--- src/sif_pkg.sv ---
// Purpose: Shared constants for the secondary interrupt flag block
// Assumes: 8-bit byte addresses on a 32-bit classic Wishbone bus
// Notes:   Registers hold byte-wide data in lane 0
package sif_pkg;

  // ==========================================================
  // Register word indices (byte address = index * 4)
  localparam logic [2:0] IDX_TIMER_ADC = 3'h0;
  localparam logic [2:0] IDX_GROUP = 3'h1;
  localparam logic [2:0] IDX_CONTROL = 3'h2;
  localparam logic [2:0] IDX_IRQ_STATUS = 3'h3;
  localparam logic [2:0] IDX_IRQ_CLEAR = 3'h4;
  localparam logic [2:0] IDX_IRQ_ENABLE = 3'h5;
  localparam logic [2:0] IDX_LAST = 3'h5;

  // ==========================================================
  // Timer / converter register fields
  localparam int T2F_BIT = 6;
  localparam int T0F_BIT = 5;
  localparam int T2E_BIT = 2;
  localparam int T0E_BIT = 1;
  localparam logic [7:0] TIMER_ADC_MASK = 8'h66;

  // ==========================================================
  // Shared group register fields
  localparam int T1F_BIT = 6;
  localparam int COMPARATOR2_REQUEST_FLAG_BIT = 5;
  localparam int COMPARATOR3_REQUEST_FLAG_BIT = 4;
  localparam int T1E_BIT = 2;
  localparam int COMPARATOR2_IRQ_ENABLE_BIT = 1;
  localparam int COMPARATOR3_IRQ_ENABLE_BIT = 0;
  localparam logic [7:0] GROUP_MASK = 8'h77;

  // ==========================================================
  // Control register fields
  localparam int GIE_BIT = 0;
  localparam int MFE_BIT = 1;
  localparam int MFF_BIT = 2;
  localparam int CONV_BIT = 3;
  localparam logic [7:0] CONTROL_WMASK = 8'h07;

  // ==========================================================
  // Event status bits, shared by status, clear and enable
  localparam int EV_W = 6;
  localparam int EV_T0 = 0;
  localparam int EV_SHARED = 1;
  localparam int EV_T1 = 2;
  localparam int EV_CP2 = 3;
  localparam int EV_CP3 = 4;
  localparam int EV_SERVICE = 5;

  // ==========================================================
  // Priority levels, highest first, and their vectors
  localparam int LVL_W = 5;
  localparam int LVL_GROUP = 0;
  localparam int LVL_CMP1 = 1;
  localparam int LVL_EXT = 2;
  localparam int LVL_T0 = 3;
  localparam int LVL_SHARED = 4;
  localparam logic [7:0] VEC_GROUP = 8'h04;
  localparam logic [7:0] VEC_CMP1 = 8'h08;
  localparam logic [7:0] VEC_EXT = 8'h0c;
  localparam logic [7:0] VEC_T0 = 8'h14;
  localparam logic [7:0] VEC_SHARED = 8'h18;

  // ==========================================================
  // Reset values
  localparam logic [7:0] RESET_BYTE = 8'h00;
  localparam logic [5:0] RESET_EV = 6'h00;

endpackage : sif_pkg

--- src/sif_reg_if.sv ---
// Purpose: Register access strobe between bus slave and core logic
// Assumes: One write pulse per accepted bus write
// Notes:   Read data is combinational from the core
`timescale 1ns/100ps
interface sif_reg_if;
  logic wr;
  logic [2:0] idx;
  logic [7:0] wdat;
  logic [7:0] rdat;

  modport slave (output wr, output idx, output wdat, input rdat);
  modport core (input wr, input idx, input wdat, output rdat);
endinterface : sif_reg_if

--- src/sif_wb_slave.sv ---
// Purpose: Classic Wishbone slave for the interrupt flag registers
// Assumes: Master holds the request until it samples ack
// Notes:   Ack one cycle after request; unmapped reads give zero
`timescale 1ns/100ps
module sif_wb_slave (
  // Clock and reset
  input wire logic clk_i,
  input wire logic rst_i,
  // Wishbone
  input wire logic wb_cyc_i,
  input wire logic wb_stb_i,
  input wire logic wb_we_i,
  input wire logic [7:0] wb_adr_i,
  input wire logic [3:0] wb_sel_i,
  input wire logic [31:0] wb_dat_i,
  output logic [31:0] wb_dat_o,
  output logic wb_ack_o,
  // Core side
  sif_reg_if.slave reg_if
);
  typedef struct packed {
    logic ack;
    logic [7:0] dat;
  } sif_slave_type;

  sif_slave_type s;
  sif_slave_type next_s;
  logic take;
  logic bad;

  // ==========================================================
  // Decode
  always_comb begin
    take = wb_cyc_i & wb_stb_i & ~s.ack;
    bad = (wb_adr_i[7:5] != 3'h0) || (wb_adr_i[1:0] != 2'h0) ||
          (wb_adr_i[4:2] > sif_pkg::IDX_LAST);
    reg_if.idx = wb_adr_i[4:2];
    reg_if.wdat = wb_dat_i[7:0];
    // Lane 0 alone carries data; other lanes are ignored
    reg_if.wr = take & wb_we_i & wb_sel_i[0] & ~bad;
    next_s = s;
    next_s.ack = take;
    if (take) begin
      next_s.dat = (bad || wb_we_i) ? 8'h00 : reg_if.rdat;
    end
  end

  always_ff @(posedge clk_i) begin
    if (rst_i) begin
      s <= '0;
    end else begin
      s <= next_s;
    end
  end

  assign wb_ack_o = s.ack;
  assign wb_dat_o = {24'h000000, s.dat};
endmodule : sif_wb_slave

--- src/sif_prio.sv ---
// Purpose: Fixed priority pick among pending interrupt levels
// Assumes: Level 0 is the highest priority
// Notes:   Registered, so selection lags the pending set by a cycle
`timescale 1ns/100ps
module sif_prio (
  // Clock and reset
  input wire logic clk_i,
  input wire logic rst_i,
  // Pending levels
  input wire logic [sif_pkg::LVL_W-1:0] pend_i,
  // Selection
  output logic [sif_pkg::LVL_W-1:0] sel_o,
  output logic [7:0] vector_o
);
  typedef struct packed {
    logic [sif_pkg::LVL_W-1:0] sel;
    logic [7:0] vec;
  } sif_prio_type;

  sif_prio_type s;
  sif_prio_type next_s;

  function automatic logic [7:0] lvl_vec(input int l);
    unique case (l)
      sif_pkg::LVL_GROUP: lvl_vec = sif_pkg::VEC_GROUP;
      sif_pkg::LVL_CMP1: lvl_vec = sif_pkg::VEC_CMP1;
      sif_pkg::LVL_EXT: lvl_vec = sif_pkg::VEC_EXT;
      sif_pkg::LVL_T0: lvl_vec = sif_pkg::VEC_T0;
      default: lvl_vec = sif_pkg::VEC_SHARED;
    endcase
  endfunction : lvl_vec

  // ==========================================================
  // Lowest index wins
  always_comb begin
    next_s = '0;
    for (int l = sif_pkg::LVL_W - 1; l >= 0; l--) begin
      if (pend_i[l]) begin
        next_s.sel = '0;
        next_s.sel[l] = 1'b1;
        next_s.vec = lvl_vec(l);
      end
    end
  end

  always_ff @(posedge clk_i) begin
    if (rst_i) begin
      s <= '0;
    end else begin
      s <= next_s;
    end
  end

  assign sel_o = s.sel;
  assign vector_o = s.vec;
endmodule : sif_prio

--- src/sif_top.sv ---
// Purpose: Second and shared-group interrupt request/enable registers
// Assumes: Source events are one-cycle pulses on clk_i
// Notes:   Core signals service_i when it takes the shown vector
//
// What this block does
// Shared timer2/converter request flag at bit 6
// Timer 0 request flag at bit 5
// Shared source enable at bit 2
// Timer 0 enable at bit 1
// Group register: timer 1 flag bit 6
// Group register: comparator 2 flag bit 5
// Group register: timer 1 enable bit 2
// Group register: comparator 2 enable bit 1
// Group register: comparator 3 enable bit 0
// Unimplemented bits read zero, ignore writes
// Option picks timer 2 or converter event
// Group register: comparator 3 flag bit 4
// All flags and enables clear at reset
// Enabled group requests set group flag; service clears
// Shared service clears its flag and global enable
// Fixed priority, group first, shared source last
`timescale 1ns/100ps
module sif_top (
  // Clock and reset
  input wire logic clk_i,
  input wire logic rst_i,
  // Wishbone slave
  input wire logic wb_cyc_i,
  input wire logic wb_stb_i,
  input wire logic wb_we_i,
  input wire logic [7:0] wb_adr_i,
  input wire logic [3:0] wb_sel_i,
  input wire logic [31:0] wb_dat_i,
  output logic [31:0] wb_dat_o,
  output logic wb_ack_o,
  // Source events and option
  input wire logic timer0_ovf_i,
  input wire logic timer2_ovf_i,
  input wire logic conv_done_i,
  input wire logic timer1_evt_i,
  input wire logic cmp2_evt_i,
  input wire logic cmp3_evt_i,
  input wire logic conv_option_i,
  // Core side
  input wire logic cmp1_pending_i,
  input wire logic ext_pending_i,
  input wire logic service_i,
  output logic cpu_irq_req_o,
  output logic [7:0] vector_o,
  output logic irq_o
);
  typedef struct packed {
    logic timer2_or_conv_request_flag;
    logic timer0_request_flag;
    logic timer2_or_conv_irq_enable;
    logic timer0_irq_enable;
    logic timer1_request_flag;
    logic comparator2_request_flag;
    logic comparator3_request_flag;
    logic timer1_irq_enable;
    logic comparator2_irq_enable;
    logic comparator3_irq_enable;
    logic shared_group_request_flag;
    logic group_enable;
    logic global_irq_enable;
    logic conv_sel;
    logic cfg_done;
    logic grp_q;
    logic req;
    logic [sif_pkg::EV_W-1:0] sts;
    logic [sif_pkg::EV_W-1:0] ien;
    logic irq;
  } sif_state_type;

  sif_state_type s;
  sif_state_type next_s;
  sif_reg_if reg_if ();
  logic [sif_pkg::LVL_W-1:0] pend;
  logic [sif_pkg::LVL_W-1:0] sel;
  logic shared_evt;
  logic group_any;
  logic svc_group;
  logic svc_t0;
  logic svc_shared;
  logic [sif_pkg::EV_W-1:0] ev;

  // Hardware set wins over a clear in the same cycle
  function automatic logic upd(input logic cur, input logic wr,
                               input logic wval, input logic clr,
                               input logic set);
    logic v;
    v = wr ? wval : cur;
    if (clr) begin
      v = 1'b0;
    end
    upd = v | set;
  endfunction : upd

  function automatic logic wr_to(input logic [2:0] idx);
    wr_to = reg_if.wr && (reg_if.idx == idx);
  endfunction : wr_to

  // ==========================================================
  // Bus slave and priority pick
  sif_wb_slave u_slave (
    .clk_i(clk_i),
    .rst_i(rst_i),
    .wb_cyc_i(wb_cyc_i),
    .wb_stb_i(wb_stb_i),
    .wb_we_i(wb_we_i),
    .wb_adr_i(wb_adr_i),
    .wb_sel_i(wb_sel_i),
    .wb_dat_i(wb_dat_i),
    .wb_dat_o(wb_dat_o),
    .wb_ack_o(wb_ack_o),
    .reg_if(reg_if)
  );

  sif_prio u_prio (
    .clk_i(clk_i),
    .rst_i(rst_i),
    .pend_i(pend),
    .sel_o(sel),
    .vector_o(vector_o)
  );

  // ==========================================================
  // Read mux
  always_comb begin
    reg_if.rdat = 8'h00;
    unique case (reg_if.idx)
      sif_pkg::IDX_TIMER_ADC: begin
        reg_if.rdat[sif_pkg::T2F_BIT] = s.timer2_or_conv_request_flag;
        reg_if.rdat[sif_pkg::T0F_BIT] = s.timer0_request_flag;
        reg_if.rdat[sif_pkg::T2E_BIT] = s.timer2_or_conv_irq_enable;
        reg_if.rdat[sif_pkg::T0E_BIT] = s.timer0_irq_enable;
      end
      sif_pkg::IDX_GROUP: begin
        reg_if.rdat[sif_pkg::T1F_BIT] = s.timer1_request_flag;
        reg_if.rdat[sif_pkg::COMPARATOR2_REQUEST_FLAG_BIT] = s.comparator2_request_flag;
        reg_if.rdat[sif_pkg::COMPARATOR3_REQUEST_FLAG_BIT] = s.comparator3_request_flag;
        reg_if.rdat[sif_pkg::T1E_BIT] = s.timer1_irq_enable;
        reg_if.rdat[sif_pkg::COMPARATOR2_IRQ_ENABLE_BIT] = s.comparator2_irq_enable;
        reg_if.rdat[sif_pkg::COMPARATOR3_IRQ_ENABLE_BIT] = s.comparator3_irq_enable;
      end
      sif_pkg::IDX_CONTROL: begin
        reg_if.rdat[sif_pkg::GIE_BIT] = s.global_irq_enable;
        reg_if.rdat[sif_pkg::MFE_BIT] = s.group_enable;
        reg_if.rdat[sif_pkg::MFF_BIT] = s.shared_group_request_flag;
        reg_if.rdat[sif_pkg::CONV_BIT] = s.conv_sel;
      end
      sif_pkg::IDX_IRQ_STATUS: reg_if.rdat[sif_pkg::EV_W-1:0] = s.sts;
      sif_pkg::IDX_IRQ_ENABLE: reg_if.rdat[sif_pkg::EV_W-1:0] = s.ien;
      default: reg_if.rdat = 8'h00;
    endcase
  end

  // ==========================================================
  // Events, pending levels and service decode
  always_comb begin
    // Option is latched once, so a late change cannot re-route
    shared_evt = s.conv_sel ? conv_done_i : timer2_ovf_i;
    group_any = (s.timer1_request_flag & s.timer1_irq_enable) |
                (s.comparator2_request_flag & s.comparator2_irq_enable) |
                (s.comparator3_request_flag &
                 s.comparator3_irq_enable);
    pend = '0;
    pend[sif_pkg::LVL_GROUP] = s.shared_group_request_flag &
                               s.group_enable;
    pend[sif_pkg::LVL_CMP1] = cmp1_pending_i;
    pend[sif_pkg::LVL_EXT] = ext_pending_i;
    pend[sif_pkg::LVL_T0] = s.timer0_request_flag & s.timer0_irq_enable;
    pend[sif_pkg::LVL_SHARED] = s.timer2_or_conv_request_flag &
                                s.timer2_or_conv_irq_enable;
    svc_group = service_i & s.req & sel[sif_pkg::LVL_GROUP];
    svc_t0 = service_i & s.req & sel[sif_pkg::LVL_T0];
    svc_shared = service_i & s.req & sel[sif_pkg::LVL_SHARED];
    ev = '0;
    ev[sif_pkg::EV_T0] = timer0_ovf_i;
    ev[sif_pkg::EV_SHARED] = shared_evt;
    ev[sif_pkg::EV_T1] = timer1_evt_i;
    ev[sif_pkg::EV_CP2] = cmp2_evt_i;
    ev[sif_pkg::EV_CP3] = cmp3_evt_i;
    ev[sif_pkg::EV_SERVICE] = service_i & s.req;
  end

  // ==========================================================
  // Next state
  always_comb begin
    logic wt;
    logic wg;
    logic wc;
    wt = wr_to(sif_pkg::IDX_TIMER_ADC);
    wg = wr_to(sif_pkg::IDX_GROUP);
    wc = wr_to(sif_pkg::IDX_CONTROL);
    next_s = s;
    if (!s.cfg_done) begin
      next_s.conv_sel = conv_option_i;
      next_s.cfg_done = 1'b1;
    end
    next_s.timer2_or_conv_request_flag = upd(
      s.timer2_or_conv_request_flag, wt,
      reg_if.wdat[sif_pkg::T2F_BIT], svc_shared, shared_evt);
    next_s.timer0_request_flag = upd(s.timer0_request_flag, wt,
      reg_if.wdat[sif_pkg::T0F_BIT], svc_t0, timer0_ovf_i);
    if (wt) begin
      next_s.timer2_or_conv_irq_enable =
        reg_if.wdat[sif_pkg::T2E_BIT];
      next_s.timer0_irq_enable = reg_if.wdat[sif_pkg::T0E_BIT];
    end
    next_s.timer1_request_flag = upd(s.timer1_request_flag, wg,
      reg_if.wdat[sif_pkg::T1F_BIT], 1'b0, timer1_evt_i);
    next_s.comparator2_request_flag = upd(s.comparator2_request_flag,
      wg, reg_if.wdat[sif_pkg::COMPARATOR2_REQUEST_FLAG_BIT], 1'b0, cmp2_evt_i);
    next_s.comparator3_request_flag = upd(s.comparator3_request_flag,
      wg, reg_if.wdat[sif_pkg::COMPARATOR3_REQUEST_FLAG_BIT], 1'b0, cmp3_evt_i);
    if (wg) begin
      next_s.timer1_irq_enable = reg_if.wdat[sif_pkg::T1E_BIT];
      next_s.comparator2_irq_enable =
        reg_if.wdat[sif_pkg::COMPARATOR2_IRQ_ENABLE_BIT];
      next_s.comparator3_irq_enable =
        reg_if.wdat[sif_pkg::COMPARATOR3_IRQ_ENABLE_BIT];
    end
    // Group flag follows a rise of the enabled OR, not its level
    next_s.grp_q = group_any;
    next_s.shared_group_request_flag = upd(
      s.shared_group_request_flag, wc, reg_if.wdat[sif_pkg::MFF_BIT],
      svc_group, group_any & ~s.grp_q);
    if (wc) begin
      next_s.group_enable = reg_if.wdat[sif_pkg::MFE_BIT];
    end
    next_s.global_irq_enable = upd(s.global_irq_enable, wc,
      reg_if.wdat[sif_pkg::GIE_BIT], service_i & s.req, 1'b0);
    next_s.req = next_s.global_irq_enable & (|pend);
    next_s.sts = (s.sts & ~(wr_to(sif_pkg::IDX_IRQ_CLEAR) ?
                  reg_if.wdat[sif_pkg::EV_W-1:0] : sif_pkg::RESET_EV))
                 | ev;
    if (wr_to(sif_pkg::IDX_IRQ_ENABLE)) begin
      next_s.ien = reg_if.wdat[sif_pkg::EV_W-1:0];
    end
    next_s.irq = |(s.sts & s.ien);
  end

  always_ff @(posedge clk_i) begin
    if (rst_i) begin
      s <= '0;
    end else begin
      s <= next_s;
    end
  end

  assign cpu_irq_req_o = s.req;
  assign irq_o = s.irq;
endmodule : sif_top

--- config.mk ---
export PLATFORM = sky130hd
export DESIGN_NAME = sif_top
export DESIGN_NICKNAME = d
export VERILOG_FILES = /design/src/sif_pkg.sv /design/src/sif_reg_if.sv /design/src/sif_wb_slave.sv /design/src/sif_prio.sv /design/src/sif_top.sv
export SDC_FILE = /design/constraint.sdc
export NUM_CORES = 1
export LEC_CHECK = 0
export ABC_AREA = 1
export BUFFER_PORTS_ARGS = -buffer_cell sky130_fd_sc_hd__buf_2
export CAP_MARGIN = 25
export CORE_UTILIZATION = 35
export DETAILED_ROUTE_END_ITERATION = 8
export PLACE_DENSITY = 0.7
export SYNTH_ARGS = -nofsm -noshare
export SYNTH_HDL_FRONTEND = slang
export SYNTH_SLANG_ARGS = --single-unit
--- constraint.sdc ---
create_clock -name clk_i -period 2.2 [get_ports clk_i]
set_clock_uncertainty 0.15 [all_clocks]
set_input_delay 0.44 -clock clk_i [delete_from_list [all_inputs] [get_ports clk_i]]
set_output_delay 0.44 -clock clk_i [all_outputs]
set_load 0.03 [all_outputs]
* Word-level counts from Yosys, hierarchy flattened *
Index checks and enable logic that the tools add are counted.

storage, ports and cells
  input port bits = 59
  output and inout bits = 43
  flip-flop bits (word level) = 50

operators by class
  multiplexer cells = 25
  bitwise logic cells = 32
  order comparisons = 1
  reductions and logical operators = 16
  eq/ne operators = 5

operator list
  kind                                                                    number
  9-bit two-way mux                                                       3
  1-bit AND                                                               17
  13-bit two-way mux                                                      1
  6-bit AND                                                               2
  1-bit two-way mux                                                       12
  12-bit two-way mux                                                      1
  2-bit one-hot mux with 5 select lines                                   1
  5-bit OR reduction                                                      2
  1-bit bitwise OR                                                        8
  1-bit one-hot mux with 4 select lines                                   2
  7-bit two-way mux                                                       1
  3-bit by 2-bit equality test with 1-bit output (second input constant)  2
  3-bit equality test (second input constant)                             2
  6-bit two-way mux                                                       1
  6-bit inverter                                                          1
  6-bit bitwise OR                                                        1
  1-bit one-hot mux with 3 select lines                                   2
  6-bit OR reduction                                                      1
  1-bit logical AND                                                       5
  4-bit OR reduction                                                      1
  3-bit by 1-bit equality test with 1-bit output (second input constant)  1
  3-bit greater-than comparator (second input constant)                   1
  3-bit logical NOT                                                       1
  1-bit logical OR                                                        3
  other kinds (5)                                                         7

* Longest topological paths before layout *
Gate-level depths: netlist of run 1.

  depth after elaboration = 10
  gate-level depth with buffers = 9
  mapped depth without buffers = 9

* Modules after synthesis *
From an unflattened synthesis of run 1, not the netlist that was laid out.

unflattened totals
  cell total of the unflattened synthesis = 333
  area, all modules = 2433.6 um2

by module, submodules not included
  module        cells each  instances  area each (um2)  sequential area each (um2)
  sif_top       216         1          1461.4           600.6
  sif_wb_slave  84          1          693.2            180.2
  sif_prio      33          1          279.0            160.2

* Least setup slack after synthesis of run 1 *
Ideal clock, no wire load.

  path kind = register to register
  start point = register u_slave.s, in the netlist u_slave.wb_ack_o
  end point = register s, in the netlist cpu_irq_req_o
  setup slack = 0.686 ns
  data required time = 1.934 ns
  arrival time = 1.248 ns
  clock period less this slack = 1.514 ns
  stages on the path, launching flop included = 9
  buffers on the path = 0
  cell sequence = dfxtp_1 inv_1 nand3_4 nor2_4 nand2_8 nor2_4 nand2_1 nand3_2 nor2_2

on the way
  word-level cells in the longest chain between the ends = 9

RTL lines
  element                   line                text
  start: declaration        sif_wb_slave.sv:26  sif_slave_type s;
  start signal: assignment  sif_wb_slave.sv:52  s <= next_s;
  1-bit inverter            sif_wb_slave.sv:34  take = wb_cyc_i & wb_stb_i & ~s.ack;
  1-bit AND                 sif_wb_slave.sv:34
  1-bit AND (3 in series)   sif_wb_slave.sv:40  reg_if.wr = take & wb_we_i & wb_sel_i[0] & ~bad;
  1-bit logical AND         sif_top.sv:100      wr_to = reg_if.wr && (reg_if.idx == idx);
  1-bit two-way mux         sif_top.sv:92       v = wr ? wval : cur;
  1-bit two-way mux         sif_top.sv:93       if (clr) begin
  1-bit AND                 sif_top.sv:234      next_s.req = next_s.global_irq_enable & (|pend);
  end signal: assignment    sif_top.sv:248      s <= next_s;
  end: declaration          sif_top.sv:75       sif_state_type s;

Every way passes these cells.
A chain may end at the register's enable or synchronous reset.

* Final worst setup path of run 1 *
  start point = register u_slave.s, in the netlist u_slave.wb_ack_o
  end point = register s[7] (netlist name)

on the way
  word-level cells in the longest chain between the ends = 10

RTL lines
  element                  line                text
  1-bit inverter           sif_wb_slave.sv:34
  1-bit AND                sif_wb_slave.sv:34
  1-bit AND (3 in series)  sif_wb_slave.sv:40
  1-bit logical AND        sif_top.sv:100
  6-bit two-way mux        sif_top.sv:235      next_s.sts = (s.sts & ~(wr_to(sif_pkg::IDX_IRQ_CLEAR) ?
  6-bit inverter           sif_top.sv:235
  6-bit AND                sif_top.sv:235
  6-bit bitwise OR         sif_top.sv:237      | ev;

Every way passes these cells.

==> out/metrics.csv, run 1 <==
stage,metric,value,unit
final_layout,diodes,0,
timing,fmax,638,MHz
floorplanning,num_rows,29,
yosys,ys.flop_type,dfxtp_1,
clock_tree,htreeDepth,2,
critical_path,start_kind,flip-flop,
clock_tree,ctsHoldBuffers,0,
floorplanning,dieArea,6970,µm²
clock_tree,clk_pin_slew,0.09,ns
pwr,powerDensity,633,nW/µm²
clock_tree,cts_setup_buffers,0,
clock_tree,post_cts_resized,0,
yosys,synth_area_per_cell,7.18,µm²
clock_tree,clock_sinks,44,
timing,drv_slew,0,
pwr,pwr-share-clk,37.3,%
yosys,synth_warnings,0,
timing,period_share,71.2,%
yosys,synth_edf_count,0,
routing,vias,2060,
yosys,ys_seq_area_share,37.9,%
routing,vias_per_cell,4.59,
pwr,power_switching,0.000461,W
global_routing,grt_pass1_wl,8670,µm
critical_path,criticalPathCategory,reg2reg,
timing,hold_viol,0,
global_routing,grt_pass1_vias,1886,
pwr,p_leak,1.28,nW
floorplanning,die_x,83.5,µm
pwr,power.internal,0.00120,W
global_routing,grt_start_max_net_pins,22,
place,port_buffers,43,
place,place_hpwl,4060,µm
clock_tree,cts-root-buf,clkbuf_8,
floorplanning,placeableCoreArea,6390,µm²
worst_hold_path,min_path_type,in2reg,
critical_path,crit_arrival,1.60,ns
clock_tree,clkLatencyLatePin,0.30,ns
job,maxCapViolations,0,
pwr,p_sw_share,27.7,%
timing,timing.setup.tns,0,ns
pwr,total_power,0.00166,W
pwr,ir_worst_vdd,0.000260,V
routing,wl,5200,µm
place,globalplace.congestion,0.887,
routing,drt_iter0_markers,126,
timing,setup_violations,0,
timing,min_period,1.57,ns
critical_path,cp-end-kind,flip-flop,
yosys,netlist_area,2320,µm²
clock_tree,cts.path.max_buffers,2,
final_layout,finish.net_count,430,
routing,drtPass1Iterations,4,
timing,rsz0062_at_grt,false,
final_layout,final_util,41.1,%
critical_path,path_max_fanout,9,
floorplanning,initial_utilization,36.4,%
global_routing,grt_util_all_layers,15.3,%
critical_path,crit_required,2.24,ns
global_routing,antenna_found_initial,0,
yosys,synthCells,324,
global_routing,grt-ovfl-total,0,
pwr,seq_power_share,49.9,%
floorplanning,ios,102,
outcome,status,"complete, no violations",
routing,drc,0,
final_layout,area_growth,13.0,%
pwr,combPwrFrac,12.8,%
routing,drt-wirelength-per-cell,11.6,µm
final_layout,layout-drive-gt1-share,21.8,%
clock_tree,cts_made_buffers,5,
routing,ant_nets,0,
clock_tree,cts_tree,done,
yosys,ys_ff_latch,44,
yosys,synthDistinctLibCells,32,
floorplanning,die_h,83.5,µm
yosys,synthArstFlopShare,0,%
==> cell usage after synthesis, types with 2 or more instances <==
master	instances	area, µm²
nand2_1	74	278
nor2_2	5	31.3
nand2_2	4	25.0
inv_2	4	15.0
buf_4	31	233
nor3_1	3	15.0
nand3_1	21	105
o21ai_1	4	20.0
nor2_4	3	33.8
a21oi_1	27	135
a22o_1	2	17.5
nor2_8	2	40.0
nand3_4	2	35.0
inv_1	35	131
nand4_1	4	25.0
o21ai_0	13	65.1
clkbuf_1	2	7.51
nor2_1	30	113
dfxtp_1	44	881
nand3_2	2	20.0
==> path summary, 6_finish.rpt <==
kind	start	to	slack, ns	cells past startpoint
worst max-delay path	u_slave.wb_ack_o	s[7]	0.63	8
worst min-delay path	wb_dat_i[3]	s[4]	0.24	3
worst max register to register	u_slave.wb_ack_o	s[7]	0.63	8
worst min register to register	s[15]	s[16]	0.29	1
==> critical path, stage by stage, from the launching register on <==
cell and delay, ns:
dfxtp_1 0.32, inv_1 0.08, nand3_4 0.13, nor2_4 0.27
nand2_8 0.12, inv_2 0.13, nand3_1 0.11, nand2_1 0.08
a21oi_1 0.05
==> flip-flops by register name, indices dropped and copies added (netlist names) <==
signal            flops
s                    28
irq_o                 1
u_prio.vector_o       3
u_prio.sel_o          3
cpu_irq_req_o         1
u_slave.wb_ack_o      1
u_slave.wb_dat_o      7
==> logic make-up after synthesis <==
group / after synthesis / synth area share, %
AOI/OAI and AO/OA: 48 / 10.8
buffers and inverters: 75 / 17.3
DFF: 44 / 37.9
muxes: 1 / 0.431
other: 1 / 0.161
and+or+nand+nor: 155 / 33.4
==> through the flow <==
step	cells	setup WS [ns]	hold WS (ns)	instance area [µm²]
4_1_cts	449	0.646	0.247	2630
5_1_grt	449	0.520	0.267	2630
3_3_place_gp	441	0.459	0.262	2510
6_report	449	0.633	0.243	2630
3_5_place_dp	441	0.431	0.271	2510
2_1_floorplan	353	0.686	0.254	2430
==> area by class of cell <==
type | instances | area (µm²)
clock buffer | 5 | 68.8
fill | 697 | 3760
clock inverter | 3 | 42.5
inverter | 41 | 158
sequential | 44 | 881
timing repair buffer | 45 | 230
tap | 77 | 96.3
multi-input combinational | 234 | 1150
==> cell usage in the layout (no fill, tap or decap) <==
master	netlist	routed
a31oi_1	1	1
o21bai_1	1	1
clkbuf_8	0	5
a22o_1	2	2
nand2_1	74	74
a21oi_1	27	27
bufinv_16	0	1
nand2_8	1	1
inv_1	35	35
nor2_1	30	30
inv_2	4	4
nand3_1	21	21
nand2_2	4	4
or2_2	1	1
clkinvlp_4	0	1
nand4_1	4	4
nand3_2	2	2
nor3_2	1	1
buf_2	1	43
nand3b_1	1	1
clkinv_2	1	2
nand3_4	2	2
nor2_4	3	3
nor3_1	3	3
inv_4	1	1
nor2_2	5	5
nor2_8	2	2
nand2_4	1	1
buf_4	31	2
o21ai_0	13	13
dfxtp_1	44	44
mux2i_1	1	1
o21ai_1	4	4
conb_1	1	30
==> layer usage <==
metal | wire length, µm | global-route usage [%] | vias up
li1 | - | - | 1060
met2 | 2400 | 25.8 | 75
met4 | 48 | 3.70 | 0
met5 | 0 | 0 | -
met1 | 2400 | 20.2 | 920
met3 | 353 | 3.17 | 5
==> power by group through the flow <==
stage / combinational (W) / sequential (W) / clock (W)
6_report: 0.000213 / 0.000829 / 0.000620
5_1_grt: 0.000232 / 0.000830 / 0.000664
4_1_cts: 0.000213 / 0.000828 / 0.000631
3_5_place_dp: 0.000212 / 0.000847 / 0
3_3_place_gp: 0.000210 / 0.000847 / 0
2_1_floorplan: 0.000187 / 0.000848 / 0
Power figures use the tool's default switching activity.
==> run 2: changes to the inputs <==
Clock period 2.2 ns to 1.5 ns, I/O delays scaled along.
==> out/metrics.csv, run 2 (synthesis results as in run 1) <==
stage,metric,value,unit,change
global_routing,grt_pass1_vias,1977,,was 1886
routing,drtPass1Iterations,4,,unchanged
routing,drc,0,,unchanged
pwr,power.internal,0.00165,W,was 0.00120 W
critical_path,r2r_cells,9,,was 8
clock_tree,clock_sinks,44,,unchanged
critical_path,crit_end,cpu_irq_req_o,,was s[7]
pwr,p_sw_share,28.9,%,was 27.7%
critical_path,crit_arrival,1.53,ns,was 1.60 ns
clock_tree,htreeDepth,2,,unchanged
final_layout,diodes,0,,unchanged
pwr,power_switching,0.000671,W,was 0.000461 W
global_routing,grt_pass1_wl,9070,µm,was 8670 µm
job,maxCapViolations,0,,unchanged
final_layout,layout_common_cells,"73 x nand2_1, 43 x dfxtp_1, 43 x buf_2, 34 x inv_1",,"was 74 x nand2_1, 44 x dfxtp_1, 43 x buf_2, 35 x inv_1"
clock_tree,cts-root-buf,clkbuf_8,,unchanged
pwr,powerDensity,856,nW/µm²,was 633 nW/µm²
routing,vias_per_cell,4.52,,was 4.59
final_layout,finish.net_count,442,,was 430
critical_path,critPathSlowestCell,dfxtp_2,,was dfxtp_1
critical_path,crit_path_start,u_slave.wb_ack_o,,unchanged
floorplanning,dieArea,6970,µm²,unchanged
routing,ant_nets,0,,unchanged
routing,wl,5340,µm,was 5200 µm
critical_path,criticalPathCategory,reg2reg,,unchanged
floorplanning,ios,102,,unchanged
critical_path,crit_required,1.59,ns,was 2.24 ns
final_layout,largest_register_ffs,28,,unchanged
place,globalplace.congestion,0.890,,was 0.887
place,dp.cells,451,,was 441
critical_path,cp-end-kind,flip-flop,,unchanged
final_layout,regMostFlops,s,,unchanged
pwr,p_leak,1.34,nW,was 1.28 nW
critical_path,crit_buf_inv,2,,unchanged
clock_tree,cts.path.max_buffers,2,,unchanged
critical_path,regToRegSetupSlack,0.06,ns,was 0.63 ns
floorplanning,initial_utilization,36.4,%,unchanged
final_layout,instances_no_fill,461,,was 449
timing,hold_viol,0,,unchanged
timing,period_share,96.1,%,was 71.2%
final_layout,seq_area,882,µm²,was 881 µm²
floorplanning,placeableCoreArea,6390,µm²,unchanged
routing,drt_iter0_markers,170,,was 126
pwr,pwr-share-clk,33.3,%,was 37.3%
critical_path,path_max_fanout,6,,was 9
timing,setup_violations,0,,unchanged
global_routing,grt-ovfl-total,0,,unchanged
critical_path,critPathMaxStageDelay,0.33,ns,was 0.32 ns
clock_tree,ctsHoldBuffers,0,,unchanged
final_layout,final_common_cell,nand2_1,,unchanged
critical_path,start_kind,flip-flop,,unchanged
critical_path,path_delay_family,simple AND/OR/NAND/NOR gates,,unchanged
pwr,combPwrFrac,14.3,%,was 12.8%
critical_path,cp.depth,9,,was 8
outcome,status,"complete, no violations",,unchanged
final_layout,multiInputGateArea,1160,µm²,was 1150 µm²
routing,vias,2083,,was 2060
pwr,seq_power_share,52.4,%,was 49.9%
clock_tree,clk_pin_slew,0.08,ns,was 0.09 ns
routing,drt-wirelength-per-cell,11.6,µm,about the same
global_routing,antenna_found_initial,0,,unchanged
clock_tree,cts_made_buffers,5,,unchanged
floorplanning,die_h,83.5,µm,unchanged
place,port_buffers,43,,unchanged
timing,rsz0062_at_grt,true,,was false
final_layout,nFillCells,687,,was 697
final_layout,area_growth,16.7,%,was 13.0%
timing,min_period,1.44,ns,was 1.57 ns
pwr,ir_worst_vdd,0.000396,V,was 0.000260 V
timing,drv_slew,0,,unchanged
critical_path,cp_cell_sequence,"inv_2, nand3_4, nor2_4, nand2_8, nor2_4, inv_2, nand2_2, nand3_2, nor2_2",,"was inv_1, nand3_4, nor2_4, nand2_8, inv_2, nand3_1, nand2_1, a21oi_1"
clock_tree,cts_tree,done,,unchanged
critical_path,r2r_start,u_slave.wb_ack_o,,unchanged
floorplanning,die_x,83.5,µm,unchanged
timing,fmax,694,MHz,was 638 MHz
clock_tree,clkLatencyLatePin,0.30,ns,about the same
global_routing,grt_start_max_net_pins,22,,unchanged
place,place_hpwl,4150,µm,was 4060 µm
floorplanning,num_rows,29,,unchanged
final_layout,layout-drive-gt1-share,25.5,%,was 21.8%
final_layout,final_util,42.5,%,was 41.1%
global_routing,grt_util_all_layers,16.5,%,was 15.3%
worst_hold_path,min_path_type,in2reg,,unchanged
critical_path,worstReg2RegEnd,cpu_irq_req_o,,was s[7]
==> run 2: changes by cell type in the layout (fill, tap and decap cells not counted), sizes merged <==
cell,previous run,this run
buf,45,57
bufinv,1,0
clkbuf,5,6
clkinvlp,1,0
inv,40,41
==> run 2: cell type report <==
type	instances	share of cell area [%]
Multi-Input combinational cell	234	42.8
Inverter	41	5.95
Tap cell	77	3.55
Sequential cell	44	32.5
Clock inverter	2	0.369
Timing Repair Buffer	57	11.8
Clock buffer	6	3.04
==> run 2: worst register-to-register path, delay by kind of cell, from the launching register on <==
family                 cells  cell delay, ns
flip-flops                 1            0.33
AND/OR/NAND/NOR            7            0.79
buffers and inverters      2            0.12
==> run 2: repair_timing <==
item	4_1_cts	5_1_grt
hold endpoints to repair	0	0
setup endpoints to repair	0	26
gates resized for setup	0	6
buffers inserted	0	2
==> run 2: power groups by stage <==
stage          clock (W)  sequential (W)  combinational, W
6_report        0.000774         0.00122          0.000333
5_1_grt         0.000860         0.00122          0.000364
4_1_cts         0.000800         0.00122          0.000330
3_5_place_dp           0         0.00124          0.000329
3_3_place_gp           0         0.00124          0.000325
2_1_floorplan          0         0.00124          0.000275
==> run 2: per-layer routing <==
metal  part of all wire, %  up-vias  wire (µm)  GRT usage (%)
met5                     0        -          0              0
met3                   5.4        8        290           3.36
met2                    46       66       2430           26.9
met4                   1.9        0        104           6.78
met1                    47      926       2510           21.5
li1                      -     1083          -              -
==> run 2: how the worst min path moves through the flow <==
stage | to | startpoint | cells after the start
after floorplan | s[16] | s[15] | 1
after global placement | s[16] | s[15] | 1
after detailed placement | s[16] | s[15] | 1
after CTS | s[11] | cmp3_evt_i | 3
after global routing | s[11] | cmp3_evt_i | 3
final | s[4] | wb_dat_i[3] | 3
==> run 2: per-stage QoR <==
stage | cell area (µm²) | hold WS [ns] | setup slack [ns] | total power (W) | setup TNS, ns
final | 2710 | 0.110 | 0.0583 | 0.00232 | 0
after global routing | 2710 | 0.133 | -0.0649 | 0.00244 | -0.310
after CTS | 2680 | 0.105 | 0.0255 | 0.00235 | 0
after detailed placement | 2590 | 0.272 | -0.0917 | 0.00157 | -1.34
after global placement | 2590 | 0.263 | -0.0701 | 0.00157 | -0.795
after floorplan | 2430 | 0.254 | 0.0244 | 0.00152 | 0
==> run 3: changes to the inputs <==
Settings changed: CORE_MARGIN from default to 2.
==> out/metrics.csv, run 3 (synthesis results as in run 1) <==
stage,metric,value,unit,change
outcome,status,"complete, no violations",,unchanged
final_layout,regMostFlops,s,,unchanged
routing,drt-wirelength-per-cell,11.5,µm,was 11.6 µm
clock_tree,ctsHoldBuffers,0,,unchanged
timing,hold_viol,0,,unchanged
timing,setup_violations,0,,unchanged
routing,wl,5300,µm,was 5340 µm
global_routing,grt_pass1_vias,1947,,was 1977
floorplanning,placeableCoreArea,6390,µm²,unchanged
place,globalplace.congestion,0.908,,was 0.890
floorplanning,die_h,85.5,µm,was 83.5 µm
final_layout,area_growth,19.4,%,was 16.7%
critical_path,crit_buf_inv,2,,unchanged
critical_path,start_kind,flip-flop,,unchanged
critical_path,cp.depth,9,,unchanged
routing,ant_nets,0,,unchanged
critical_path,crit_required,1.59,ns,about the same
floorplanning,num_rows,29,,unchanged
timing,fin_ws,0.101,ns,was 0.0583 ns
routing,drc,0,,unchanged
final_layout,diodes,0,,unchanged
routing,vias_per_cell,4.58,,was 4.52
clock_tree,clk_pin_slew,0.09,ns,was 0.08 ns
critical_path,regToRegSetupSlack,0.10,ns,was 0.06 ns
clock_tree,cts_made_buffers,5,,unchanged
global_routing,grt-ovfl-total,0,,unchanged
critical_path,path_delay_family,simple AND/OR/NAND/NOR gates,,unchanged
critical_path,critPathSlowestCell,dfxtp_2,,unchanged
pwr,total_power,0.00279,W,was 0.00232 W
worst_hold_path,hold_depth,3,,unchanged
critical_path,criticalPathCategory,reg2reg,,unchanged
final_layout,nFillCells,675,,was 687
pwr,powerDensity,1010,nW/µm²,was 856 nW/µm²
floorplanning,ios,102,,unchanged
routing,vias,2105,,was 2083
critical_path,cp_cell_sequence,"inv_2, nand3_4, nor2_4, nand2_8, nor2_4, inv_2, nand2_2, nand3_2, nor2_2",,unchanged
global_routing,antenna_found_initial,0,,unchanged
worst_hold_path,hp-start,wb_dat_i[3],,unchanged
critical_path,critPathMaxStageDelay,0.33,ns,about the same
place,dpl_worst_slack,-0.0911,ns,was -0.0917 ns
timing,rsz0062_at_grt,false,,was true
job,maxCapViolations,0,,unchanged
floorplanning,initial_utilization,36.4,%,unchanged
timing,drv_slew,0,,unchanged
critical_path,path_max_fanout,5,,was 6
pwr,pwr-share-clk,44.5,%,was 33.3%
global_routing,grt_start_max_net_pins,22,,unchanged
floorplanning,die_x,85.5,µm,was 83.5 µm
pwr,p_sw_share,24.1,%,was 28.9%
critical_path,crit_arrival,1.49,ns,was 1.53 ns
pwr,combPwrFrac,11.9,%,was 14.3%
final_layout,finish.net_count,441,,was 442
critical_path,r2r_cells,9,,unchanged
clock_tree,cts-root-buf,clkbuf_8,,unchanged
final_layout,largest_register_ffs,28,,unchanged
place,port_buffers,43,,unchanged
pwr,seq_power_share,43.6,%,was 52.4%
final_layout,layout_common_cells,"73 x nand2_1, 43 x dfxtp_1, 43 x buf_2, 34 x inv_1",,unchanged
floorplanning,dieArea,7310,µm²,was 6970 µm²
worst_hold_path,min_to,s[4],,unchanged
clock_tree,clock_sinks,44,,unchanged
timing,min_period,1.40,ns,was 1.44 ns
timing,fmax,715,MHz,was 694 MHz
place,place_hpwl,4200,µm,was 4150 µm
pwr,power_switching,0.000673,W,was 0.000671 W
routing,drt_iter0_markers,146,,was 170
routing,drtPass1Iterations,4,,unchanged
clock_tree,cts_tree,done,,unchanged
final_layout,final_common_cell,nand2_1,,unchanged
timing,period_share,93.3,%,was 96.1%
critical_path,r2r_start,u_slave.wb_ack_o,,unchanged
pwr,p_leak,1.36,nW,was 1.34 nW
pwr,power.internal,0.00212,W,was 0.00165 W
clock_tree,clkLatencyLatePin,0.30,ns,about the same
clock_tree,cts.path.max_buffers,2,,unchanged
global_routing,grt_pass1_wl,8720,µm,was 9070 µm
worst_hold_path,min_path_type,in2reg,,unchanged
critical_path,worstReg2RegEnd,cpu_irq_req_o,,unchanged
pwr,ir_worst_vdd,0.000412,V,was 0.000396 V
final_layout,layout-drive-gt1-share,24.8,%,was 25.5%
global_routing,grt_util_all_layers,15.1,%,was 16.5%
clock_tree,htreeDepth,2,,unchanged
critical_path,cp-end-kind,flip-flop,,unchanged
[run 3: timing repair]
action,4_1_cts,5_1_grt
endpoints found under the setup margin,0,18
resized for setup,0,4
buffers inserted,0,1
[run 3: worst min-delay path, stage by stage]
cell and delay, ns:
buf_2 0.09, nor3_1 0.05, nor2_1 0.09
[run 3: metal layers]
layer	wire length, µm	global-route usage [%]	up-vias
li1	-	-	1081
met1	2340	18.4	943
met2	2450	25.0	70
met3	393	4.43	11
met4	116	6.35	0
met5	0	0	-
[run 3: cell type report]
type / instances / area, µm² / area share, %
inverters: 41 / 161 / 5.81
clock inverters: 3 / 90.1 / 3.24
flip-flops and latches: 44 / 882 / 31.8
repair buffers: 56 / 325 / 11.7
multi-input cells: 234 / 1150 / 41.5
clock buffers: 5 / 68.8 / 2.48
well taps: 77 / 96.3 / 3.47
[run 3: how the worst max path moves through the flow]
stage	start	to
2_1_floorplan	u_slave.wb_ack_o	cpu_irq_req_o
3_3_place_gp	wb_adr_i[7]	cpu_irq_req_o
3_5_place_dp	wb_adr_i[6]	s[12]
4_1_cts	u_slave.wb_ack_o	s[12]
5_1_grt	u_slave.wb_ack_o	s[12]
6_report	u_slave.wb_ack_o	cpu_irq_req_o
[run 3: power by group through the flow]
stage / sequential (W) / clock, W / combinational [W]
4_1_cts: 0.00122 / 0.00127 / 0.000331
5_1_grt: 0.00122 / 0.00132 / 0.000363
3_5_place_dp: 0.00124 / 0 / 0.000330
6_report: 0.00122 / 0.00124 / 0.000332
2_1_floorplan: 0.00124 / 0 / 0.000275
3_3_place_gp: 0.00124 / 0 / 0.000328
[run 3: per-stage QoR]
step                      util, %  hold WS [ns]  cells  cell area (µm²)  TNS [ns]
after floorplan                 -         0.254    353             2430         0
after global placement       40.8         0.262    451             2600    -0.656
after detailed placement     40.8         0.273    451             2600     -1.72
after CTS                    43.3        0.0942    459             2760         0
after global routing         43.5         0.110    460             2780         0
final                        43.5         0.107    460             2780         0
